File: src/inc/rmep_map.svh
/*
  constants of the event pin router: mapping codes, pin count, widths.
  assumes inclusion by the router package and modules only.
*/
`ifndef RMEP_MAP_SVH
`define RMEP_MAP_SVH
`define RMEP_CODE_W        2
`define RMEP_NUM_PINS      6
`define RMEP_MAP_EVENTS    2'h0
`define RMEP_MAP_TXLOCK    2'h1
`define RMEP_MAP_CRCCAD    2'h2
`define RMEP_MAP_NONE      2'h3
`define RMEP_MAP_RESET     12'h000
`define RMEP_SYNC_STAGES   3
`endif

File: src/inc/rmep_pkg.sv
/*
  types of the event pin router: raw event bundle and path select status.
  assumes rmep_map.svh is on the include path.
*/
`include "rmep_map.svh"
package rmep_pkg;
  typedef struct packed {
    logic mode_ready_event;
    logic channelActivityDetected;
    logic channelActivityFinished;
    logic hopChannelChange;
    logic receiveTimeoutEvent;
    logic receiveComplete;
    logic clockOutput;
    logic synthesizerLock;
    logic headerValidEvent;
    logic payloadCrcFailure;
    logic transmitComplete;
  } rmep_events_s;

  typedef struct packed {
    logic transmitPathSelect;
    logic receivePathSelect;
  } rmep_path_s;

  typedef enum logic [1:0] {
    RMEP_PATH_SLEEP,
    RMEP_PATH_TX,
    RMEP_PATH_RX,
    RMEP_PATH_BAD
  } rmep_path_e;
endpackage : rmep_pkg

File: src/hdl/rmep_sync.sv
/*
  three stage synchroniser for one pin input; output changes when stages two and three agree.
  assumes a free running sys_clk and asynchronous active low reset.
*/
`timescale 1ns/100ps
`include "rmep_map.svh"
module rmep_sync
  import rmep_pkg::*;
(
  input  wire  logic sys_clk,
  input  wire  logic rstn,
  input  wire  logic clkEn,
  input  wire  logic pinIn,
  output logic       pinOut
);
  logic [`RMEP_SYNC_STAGES-1:0] stage_r;

  always_ff @(posedge sys_clk or negedge rstn)
  begin
    if (!rstn)
      stage_r <= '0;
    else if (clkEn)
      stage_r <= {stage_r[`RMEP_SYNC_STAGES-2:0], pinIn};
  end

  // stage 0 feeds only stage 1; hold last value on disagreement
  always_ff @(posedge sys_clk or negedge rstn)
  begin
    if (!rstn)
      pinOut <= 1'b0;
    else if (clkEn && (stage_r[1] == stage_r[2]))
      pinOut <= stage_r[2];
  end
endmodule : rmep_sync

File: src/hdl/rmep_router.sv
/*
  event pin router of a radio module: routes internal events to six event pins
  by per-pin mapping codes, frames serial access by chip select, reports path selects.
  assumes events come from logic on sys_clk; chip select, serial clock and path
  selects come from the host pins and are synchronised here.
*/
`timescale 1ns/100ps
`include "rmep_map.svh"
module rmep_router
  import rmep_pkg::*;
(
  input  wire  logic                          sys_clk,
  input  wire  logic                          rstn,
  input  wire  logic                          clkEn,
  input  wire  rmep_events_s                  events,
  input  wire  logic [`RMEP_NUM_PINS*2-1:0]   eventPinMappingCode,
  input  wire  logic                          chipSelectN,
  input  wire  logic                          serialClk,
  input  wire  logic                          transmitPathSelect,
  input  wire  logic                          receivePathSelect,
  output logic [`RMEP_NUM_PINS-1:0]           eventPin,
  output logic [`RMEP_NUM_PINS-1:0]           eventPinOeN,
  output rmep_events_s                        eventSource,
  output logic                                frameActive,
  output logic                                frameStart,
  output logic                                frameEnd,
  output logic                                serialClkRise,
  output rmep_path_e                          pathState
);
  logic csSync;
  logic sckSync;
  logic txSync;
  logic rxSync;
  logic csSync_r;
  logic sckSync_r;
  logic [`RMEP_NUM_PINS*2-1:0] code_r;
  logic [`RMEP_NUM_PINS-1:0]   route_nxt;
  logic [`RMEP_NUM_PINS-1:0]   setRx;
  logic [`RMEP_NUM_PINS-1:0]   setTx;
  logic [`RMEP_NUM_PINS-1:0]   setCad;

  rmep_sync uCs  (.sys_clk(sys_clk), .rstn(rstn), .clkEn(clkEn),
                  .pinIn(~chipSelectN), .pinOut(csSync));
  rmep_sync uSck (.sys_clk(sys_clk), .rstn(rstn), .clkEn(clkEn),
                  .pinIn(serialClk), .pinOut(sckSync));
  rmep_sync uTx  (.sys_clk(sys_clk), .rstn(rstn), .clkEn(clkEn),
                  .pinIn(transmitPathSelect), .pinOut(txSync));
  rmep_sync uRx  (.sys_clk(sys_clk), .rstn(rstn), .clkEn(clkEn),
                  .pinIn(receivePathSelect), .pinOut(rxSync));

  // mapping is registered so a code change cannot glitch a pin mid-cycle
  always_ff @(posedge sys_clk or negedge rstn)
  begin
    if (!rstn)
      code_r <= `RMEP_MAP_RESET;
    else if (clkEn)
      code_r <= eventPinMappingCode;
  end

  // fixed event sets, pin 5 in the top bit; clock and lock share pins 5 and 4
  assign setRx  = {events.mode_ready_event, events.channelActivityDetected,
                   events.channelActivityFinished, events.hopChannelChange,
                   events.receiveTimeoutEvent, events.receiveComplete};
  assign setTx  = {events.clockOutput, events.synthesizerLock, events.headerValidEvent,
                   events.hopChannelChange, events.hopChannelChange,
                   events.transmitComplete};
  assign setCad = {events.clockOutput, events.synthesizerLock, events.payloadCrcFailure,
                   events.hopChannelChange, events.channelActivityDetected,
                   events.channelActivityFinished};

  // each pin decodes only its own code field, so one code never disturbs another pin
  for (genvar p = 0; p < `RMEP_NUM_PINS; p++)
  begin : g_pin
    always_comb
    begin
      case (code_r[`RMEP_CODE_W*p +: `RMEP_CODE_W])
        `RMEP_MAP_EVENTS: route_nxt[p] = setRx[p];
        `RMEP_MAP_TXLOCK: route_nxt[p] = setTx[p];
        `RMEP_MAP_CRCCAD: route_nxt[p] = setCad[p];
        default:          route_nxt[p] = 1'b0;
      endcase
    end
  end

  always_ff @(posedge sys_clk or negedge rstn)
  begin
    if (!rstn)
    begin
      eventPin    <= '0;
      eventPinOeN <= '1;
    end
    else if (clkEn)
    begin
      eventPin    <= route_nxt;
      eventPinOeN <= '0;
    end
  end

  // raw sources stay visible so the host can tell which event fired
  always_ff @(posedge sys_clk or negedge rstn)
  begin
    if (!rstn)
      eventSource <= '0;
    else if (clkEn)
      eventSource <= events;
  end

  always_ff @(posedge sys_clk or negedge rstn)
  begin
    if (!rstn)
    begin
      csSync_r  <= 1'b0;
      sckSync_r <= 1'b0;
    end
    else if (clkEn)
    begin
      csSync_r  <= csSync;
      sckSync_r <= sckSync;
    end
  end

  // serial clock edges only count inside a frame
  always_ff @(posedge sys_clk or negedge rstn)
  begin
    if (!rstn)
    begin
      frameActive   <= 1'b0;
      frameStart    <= 1'b0;
      frameEnd      <= 1'b0;
      serialClkRise <= 1'b0;
    end
    else if (clkEn)
    begin
      frameActive   <= csSync;
      frameStart    <= csSync & ~csSync_r;
      frameEnd      <= ~csSync & csSync_r;
      serialClkRise <= csSync & sckSync & ~sckSync_r;
    end
  end

  // both high is flagged rather than trusted; host owns the switch
  always_ff @(posedge sys_clk or negedge rstn)
  begin
    if (!rstn)
      pathState <= RMEP_PATH_SLEEP;
    else if (clkEn)
    begin
      case ({txSync, rxSync})
        2'h2:    pathState <= RMEP_PATH_TX;
        2'h1:    pathState <= RMEP_PATH_RX;
        2'h0:    pathState <= RMEP_PATH_SLEEP;
        default: pathState <= RMEP_PATH_BAD;
      endcase
    end
  end
endmodule : rmep_router

File: config.mk
export PLATFORM = sky130hd
export DESIGN_NAME = rmep_router
export DESIGN_NICKNAME = d
export VERILOG_FILES = /design/src/inc/rmep_pkg.sv /design/src/hdl/rmep_sync.sv /design/src/hdl/rmep_router.sv
export VERILOG_INCLUDE_DIRS = /design/src /design/src/inc
export SDC_FILE = /design/constraint.sdc
export NUM_CORES = 1
export LEC_CHECK = 0
export ABC_CLOCK_PERIOD_IN_PS = 3200
export BUFFER_PORTS_ARGS = -buffer_cell sky130_fd_sc_hd__buf_4
export CAP_MARGIN = 20
export CORE_MARGIN = 2
export CORE_UTILIZATION = 32
export DETAILED_ROUTE_END_ITERATION = 8
export GPL_TIMING_DRIVEN = 0
export HOLD_SLACK_MARGIN = 0.03
export PLACE_DENSITY = 0.59
export RECOVER_POWER = 50
export SLEW_MARGIN = 20
export SYNTH_ARGS = -nofsm -noshare
export SYNTH_HDL_FRONTEND = slang
export SYNTH_SLANG_ARGS = --single-unit
File: constraint.sdc
create_clock -name sys_clk -period 3.2 [get_ports sys_clk]
set_input_delay 0.64 -clock sys_clk [delete_from_list [all_inputs] [get_ports sys_clk]]
set_output_delay 0.64 -clock sys_clk [all_outputs]
set_load 0.005 [all_outputs]
### Word level (Yosys, flattened, before mapping)

Index checks and enable logic that the tools add are counted.

* bits in registers: 58
* bits of input ports: 30
* output and inout port bits: 29
* logic and storage cells: 75

* equal/unequal tests: 18
* muxes and demuxes: 7
* bitwise logic cells: 8
* reduce and logical (&&, ||, !) cells: 14

Operators with widths (count)
* equality test 2 x 1 -> 1 bit (second input constant): 7
* equality test 2 bit (second input constant): 7
* zero test 2 bit: 7
* one-hot mux 1 bit (3 select lines): 3
* one-hot mux 2 bit (3 select lines): 1
* AND 1 bit: 4
* equality test 1 bit: 4
* logical AND 1 bit: 4
* NOT 1 bit: 4
* one-hot mux 1 bit (2 select lines): 2
* OR reduction 2 bit: 2
* OR reduction 3 bit: 1
* two-way mux 1 bit: 1

### Depth between registers and ports, before layout

Gate-level depths: netlist of run 1.

* depth after elaboration: 3
* gate-level depth with buffers: 5

### Cells and area by module

A second synthesis of run 1 with hierarchy kept.

* cells, all modules: 167
* area, all modules: 2207.1 µm²

By module, submodules not included
* rmep_router: instances 1, cells each 119, area each 1586.5 µm²
* rmep_sync: instances 4, cells each 12, area each 155.1 µm²

### Least setup slack after synthesis of run 1

OpenSTA, ideal clock, no wires.

* kind: input-to-reg
* start point: in clkEn
* end point: reg code_r[0]
* setup time: 0.125 ns
* data arrival time: 1.189 ns
* path slack: 1.886 ns
* cell stages on the path: 3
* cell sequence: buf_6 > buf_6 > mux2_2

RTL lines
* start, declared: RTL line rmep_router.sv:14 `input wire logic clkEn,`
* end signal, assigned: RTL line rmep_router.sv:55 `` code_r <= `RMEP_MAP_RESET; ``
* end signal, assigned: RTL line rmep_router.sv:57 `code_r <= eventPinMappingCode;`
* end, declared: RTL line rmep_router.sv:36 `` logic [`RMEP_NUM_PINS*2-1:0] code_r; ``

No word-level cell between the ends.

==> flow_summary.json, run 1 <==
{
  "status": "completed",
  "numClockSinks": 53,
  "pin_count": 59,
  "hp-class": "reg2reg",
  "synth_top_area_frac": 0.579,
  "finalPower_uw": 1490,
  "synth.distinct_cells": 20,
  "setup_violations": 0,
  "synthArstFlopShare": 1.00,
  "synth-compound-area-share": 0.0623,
  "r2r_slack_ns": 1.90,
  "yosysSeqAreaShare": 0.590,
  "routabilityCongestion": 0.711,
  "post-route-drc-count": 0,
  "crit_type": "in2reg",
  "clk_pin_slew_worst_paths_ns": 0.09,
  "required_ns": 3.41,
  "p_int_uw": 1100,
  "cts_resized": 0,
  "ys_warn_count": 0,
  "ys.flop_type": "dfrtp_1",
  "reg2reg_depth": 5,
  "worst_ir_drop_vdd_v": 0.000250,
  "synthXorXnorAreaFrac": 0,
  "nets": 264,
  "wire_per_inst_um": 12.7,
  "finClkSkew_ns": 0.0113,
  "cts_max_path_buffers": 2,
  "p_seq_frac": 0.565,
  "synth_top_family_by_area": "multiplexers",
  "pwr-share-clk": 0.246,
  "diodes": 0,
  "tightest_slew_ns": 1.32,
  "wirelength_um": 4160,
  "p_switching_uw": 385,
  "port_buffers": 57,
  "syn_area_mm2": 0.00225,
  "critPathArrivalTime_ns": 2.03,
  "numCtsBuffers": 5,
  "grt_pass1_vias": 1453,
  "synth_edf_count": 0,
  "r2r_start": "code_r[10]$_DFFE_PN0P_",
  "maxCapViolations": 0,
  "avgSynthCellArea_um2": 13.5,
  "hold_violations": 0,
  "powerDensity_mw_per_mm2": 523,
  "htree_levels": 2,
  "vias_per_cell": 4.44,
  "die_area_mm2": 0.00771,
  "num_rows": 30,
  "grt_overflow": 0,
  "p_leak_uw": 0.00133,
  "final_layout_size_suffix_gt1_frac": 0.472,
  "maxSlewViolCount": 0,
  "yosys.area.top_type": "dfrtp_1",
  "first_iter_violations": 34,
  "place_area_mm2": 0.00280,
  "hold_buffers": 0,
  "start_kind": "input port",
  "die_h_um": 87.8,
  "p_sw_frac": 0.259,
  "cts_tree": "yes",
  "antenna_found_initial": 0,
  "combPwrFrac": 0.189,
  "muxShareOfSynthArea": 0.198,
  "fin_crit_ns": 1.82,
  "startpoint": "clkEn",
  "syn_to_final_growth_pct": 26.4,
  "ant_nets": 0,
  "nFillCells": 676,
  "start_util": 0.331,
  "cts-root-buf": "clkbuf_8",
  "tns_ns": 0,
  "grt_max_degree": 54,
  "firstDrtPassIters": 4,
  "syn-num-nets": 200,
  "synthSimpleGateAreaFrac": 0.0551,
  "fin_area_mm2": 0.00284,
  "post_cts_buffers": 0,
  "slew_headroom": 0.117,
  "coreArea_mm2": 0.00679,
  "grt_pass1_wl_um": 6760,
  "grt_usage": 0.113,
  "cp-end-kind": "register",
  "max_clock_freq_mhz": 550,
  "dp.final_hpwl_um": 2920,
  "via_count": 1452,
  "ys_seq_elements": 53,
  "endpoint": "frameEnd$_DFFE_PN0P_",
  "syn_inst": 166,
  "path_max_fanout": 10,
  "rsz0062_at_grt": "false",
  "holdWs_ns": 0.496,
  "period_share": 0.568,
  "die_w_um": 87.8,
  "yosys-top-cells-area": "dfrtp_1 58%, mux2_2 18%, buf_6 4.0%",
  "regToRegEndpoint": "eventPin[5]$_DFFE_PN0P_",
  "clk-insertion-delay-late_ns": 0.30,
  "synth_fa_ha_area_frac": 0.0223
}
[how the worst min path moves through the flow]
| stage | from | end | cells past startpoint |
|---|---|---|---|
| after floorplan | rstn | code_r[0]$_DFFE_PN0P_ | 0 |
| after global placement | eventPin[3]$_DFFE_PN0P_ | eventPin[3]$_DFFE_PN0P_ | 1 |
| after detailed placement | eventPin[1]$_DFFE_PN0P_ | eventPin[1]$_DFFE_PN0P_ | 1 |
| after CTS | rstn | code_r[8]$_DFFE_PN0P_ | 1 |
| after global routing | chipSelectN | uCs.stage_r[0]$_DFFE_PN0P_ | 2 |
| final | eventPin[0]$_DFFE_PN0P_ | eventPin[0]$_DFFE_PN0P_ | 1 |
[synthesized netlist by cell type, types with 4 or more instances]
cell,number
mux2_2,36
buf_6,8
a21oi_1,8
nand2_1,5
inv_1,9
nand2b_1,4
o21ai_0,8
nor2_1,6
dfrtp_1,52
buf_4,5
ha_1,4
nand3b_1,5
mux2i_1,4
[critical path, cell delays in order]
cell and delay [ns]:
clkbuf_1 0.24, clkbuf_1 0.47, clkbuf_1 0.45, nand3b_1 0.13, o21ai_0 0.10
[flip-flops by register name (all words and copies together), names as in the netlist]
name           flops
serialClkRise      1
uCs.pinOut         1
eventPinOeN        1
uSck.pinOut        1
uTx.pinOut         1
frameEnd           1
sckSync_r          1
uRx.stage_r        3
frameStart         1
uSck.stage_r       3
uCs.stage_r        3
uRx.pinOut         1
frameActive        1
eventSource       11
code_r            12
eventPin           6
uTx.stage_r        3
pathState          2
[routing by layer]
metal / global-route usage / vias to the layer above / wire length [µm]
met3: 0.0292 / 2 / 184
met1: 0.148 / 717 / 1930
met2: 0.187 / 40 / 2020
met5: 0 / - / 0
li1: - / 693 / -
met4: 0.0294 / 0 / 23
[logic make-up (layout without fill, tap and decap cells)]
group	after synthesis	count (layout)
flops	53	53
mux	40	40
compound gates	24	24
simple gates	23	23
buf+inv	22	87
fa+ha+maj	4	4
[power groups by stage]
stage | clock (µW) | combinational, µW | sequential, µW
floorplan | 0 | 149 | 844
global placement | 0 | 289 | 850
detailed placement | 0 | 294 | 855
CTS | 385 | 295 | 841
global route | 412 | 316 | 855
finish | 366 | 281 | 839
[area by class of cell]
class / count / area, µm² / area share
inverter: 9 / 33.8 / 0.0119
clock buffer: 5 / 68.8 / 0.0242
multi-input combinational: 91 / 759 / 0.267
clock inverter: 3 / 17.5 / 0.00616
buffer: 13 / 90.1 / 0.0317
sequential: 53 / 1330 / 0.467
tap: 96 / 120 / 0.0423
timing repair buffer: 57 / 425 / 0.150
[layout by cell type, fill, tap and decap left out, types with 5 or more instances in the layout]
| cell | n |
|---|---|
| dfrtp_1 | 52 |
| o21ai_0 | 8 |
| clkbuf_1 | 5 |
| buf_4 | 61 |
| nor2_1 | 6 |
| mux2_2 | 36 |
| inv_1 | 9 |
| nand3b_1 | 5 |
| nand2_1 | 5 |
| a21oi_1 | 8 |
| clkbuf_8 | 5 |
[per-stage QoR]
| step | utilization | setup WS (ns) | std cells |
|---|---|---|---|
| final | 0.418 | 1.38 | 327 |
| after global routing | 0.418 | 1.20 | 327 |
| after CTS | 0.424 | 1.45 | 327 |
| after detailed placement | 0.412 | 1.79 | 319 |
| after global placement | 0.412 | 1.80 | 319 |
| after floorplan | - | 1.89 | 166 |
No activity file was read; power rests on OpenSTA's default activity.
==> run 2, diff against run 1 <==
--- a/config.mk
+++ b/config.mk
@@ -6,7 +6,7 @@
 export SDC_FILE = /design/constraint.sdc
 export NUM_CORES = 1
 export LEC_CHECK = 0
-export ABC_CLOCK_PERIOD_IN_PS = 3200
+export ABC_CLOCK_PERIOD_IN_PS = 1650
 export BUFFER_PORTS_ARGS = -buffer_cell sky130_fd_sc_hd__buf_4
 export CAP_MARGIN = 20
 export CORE_MARGIN = 2
@@ -14,7 +14,7 @@
 export DETAILED_ROUTE_END_ITERATION = 8
 export GPL_TIMING_DRIVEN = 0
 export HOLD_SLACK_MARGIN = 0.03
-export PLACE_DENSITY = 0.59
+export PLACE_DENSITY = 0.61
 export RECOVER_POWER = 50
 export SLEW_MARGIN = 20
 export SYNTH_ARGS = -nofsm -noshare
==> constraint.sdc (replaced) <==
create_clock -name sys_clk -period 1.65 [get_ports sys_clk]
set_input_delay 0.33 -clock sys_clk [delete_from_list [all_inputs] [get_ports sys_clk]]
set_output_delay 0.33 -clock sys_clk [all_outputs]
set_load 0.005 [all_outputs]
==> flow_summary.json, run 2 (same netlist as run 1, synthesis figures left out) <==
{
  "firstDrtPassIters": 4,
  "grt_overflow": 0,
  "holdWs_ns": 0.204,
  "pin_count": 59,
  "period_share": 0.866,
  "grt_pass1_vias": 1401,
  "clk-insertion-delay-late_ns": 0.30,
  "hp-class": "in2reg",
  "required_ns": 1.32,
  "wirelength_um": 4160,
  "slew_headroom": 0.121,
  "grt_pass1_wl_um": 7000,
  "nFillCells": 653,
  "seq_area_mm2": 0.00133,
  "ant_nets": 0,
  "tns_ns": 0,
  "final_cell_mix": "61 x buf_4, 52 x dfrtp_1, 36 x mux2_2, 9 x inv_1",
  "status": "completed",
  "syn_to_final_growth_pct": 27.3,
  "grt_usage": 0.120,
  "finalPower_uw": 2920,
  "cp-end-kind": "output port",
  "largest_register_ffs": 12,
  "routabilityCongestion": 0.650,
  "start_kind": "register",
  "dp_slack_ns": 0.354,
  "powerDensity_mw_per_mm2": 1020,
  "largest_register": "code_r",
  "die_area_mm2": 0.00771,
  "cts_max_path_buffers": 2,
  "reg.largest.list": "code_r (12), eventSource (11), eventPin (6)",
  "post-route-drc-count": 0,
  "critPathArrivalTime_ns": 1.10,
  "cts-root-buf": "clkbuf_8",
  "die_h_um": 87.8,
  "maxSlewViolCount": 0,
  "max_clock_freq_mhz": 700,
  "start_util": 0.331,
  "final_layout_size_suffix_gt1_frac": 0.476,
  "numClockSinks": 53,
  "vias_per_cell": 4.35,
  "path_max_fanout": 7,
  "post_cts_buffers": 0,
  "clk_pin_slew_worst_paths_ns": 0.09,
  "numCtsBuffers": 5,
  "via_count": 1423,
  "cts_resized": 0,
  "fin_ws_ns": 0.221,
  "tightest_slew_ns": 1.32,
  "crit_type": "reg2out",
  "cts_tree": "yes",
  "htree_levels": 2,
  "dp.final_hpwl_um": 2950,
  "antenna_found_initial": 0,
  "nets": 264,
  "rsz0062_at_grt": "false",
  "hold_buffers": 0,
  "first_iter_violations": 76,
  "setup_violations": 0,
  "die_w_um": 87.8,
  "multi_input_area_um2": 759,
  "diodes": 0,
  "maxCapViolations": 0,
  "worst_ir_drop_vdd_v": 0.000366,
  "hold_violations": 0,
  "grt_max_degree": 54,
  "p_leak_uw": 0.00134,
  "finClkSkew_ns": 0.00415,
  "coreArea_mm2": 0.00679,
  "wire_per_inst_um": 12.7,
  "num_rows": 30,
  "final_common_cell": "buf_4",
  "fin_crit_ns": 1.43,
  "port_buffers": 57
}
[run 2: power breakdown]
part           total (µW)  switching, µW  internal [µW]
combinational         550            203            347
clock                 742            399            343
sequential           1630            128           1500
total                2920            730           2190
[run 2: final timing paths]
check,startpoint,end,slack [ns],cells after the start
worst max-delay path,eventPinOeN[4]$_DFFE_PN1P_,eventPinOeN[1],0.22,2
worst min-delay path,chipSelectN,uCs.stage_r[0]$_DFFE_PN0P_,0.20,2
worst max register to register,code_r[10]$_DFFE_PN0P_,eventPin[5]$_DFFE_PN0P_,0.34,5
worst min register to register,eventPin[0]$_DFFE_PN0P_,eventPin[0]$_DFFE_PN0P_,0.48,1
max in group asynchronous,rstn,code_r[2]$_DFFE_PN0P_,0.54,1
min in group asynchronous,rstn,eventSource[4]$_DFFE_PN0P_,0.29,1
[run 2: critical path, stage by stage (launching register included)]
cell and delay, ns:
dfstp_2 0.59, buf_4 0.12, buf_4 0.09
[run 2: metal layers]
layer | part of all wire | vias up | GRT usage
met5 | 0 | - | 0
met4 | 0.014 | 0 | 0.0420
met3 | 0.067 | 4 | 0.0452
met2 | 0.48 | 38 | 0.175
met1 | 0.43 | 687 | 0.165
li1 | - | 694 | -
[run 2: cell type report]
cell class,count,share of cell area
sequential,53,0.464
multi-input combinational,91,0.265
timing repair buffer,57,0.149
tap,96,0.0420
buffer,13,0.0367
clock buffer,8,0.0315
inverter,9,0.0118
[run 2: per-stage QoR]
stage	cell area, µm²	utilization	instances
after floorplan	2250	-	166
after global placement	2800	0.412	319
after detailed placement	2800	0.412	319
after CTS	2890	0.425	327
after global routing	2860	0.421	327
final	2860	0.421	327
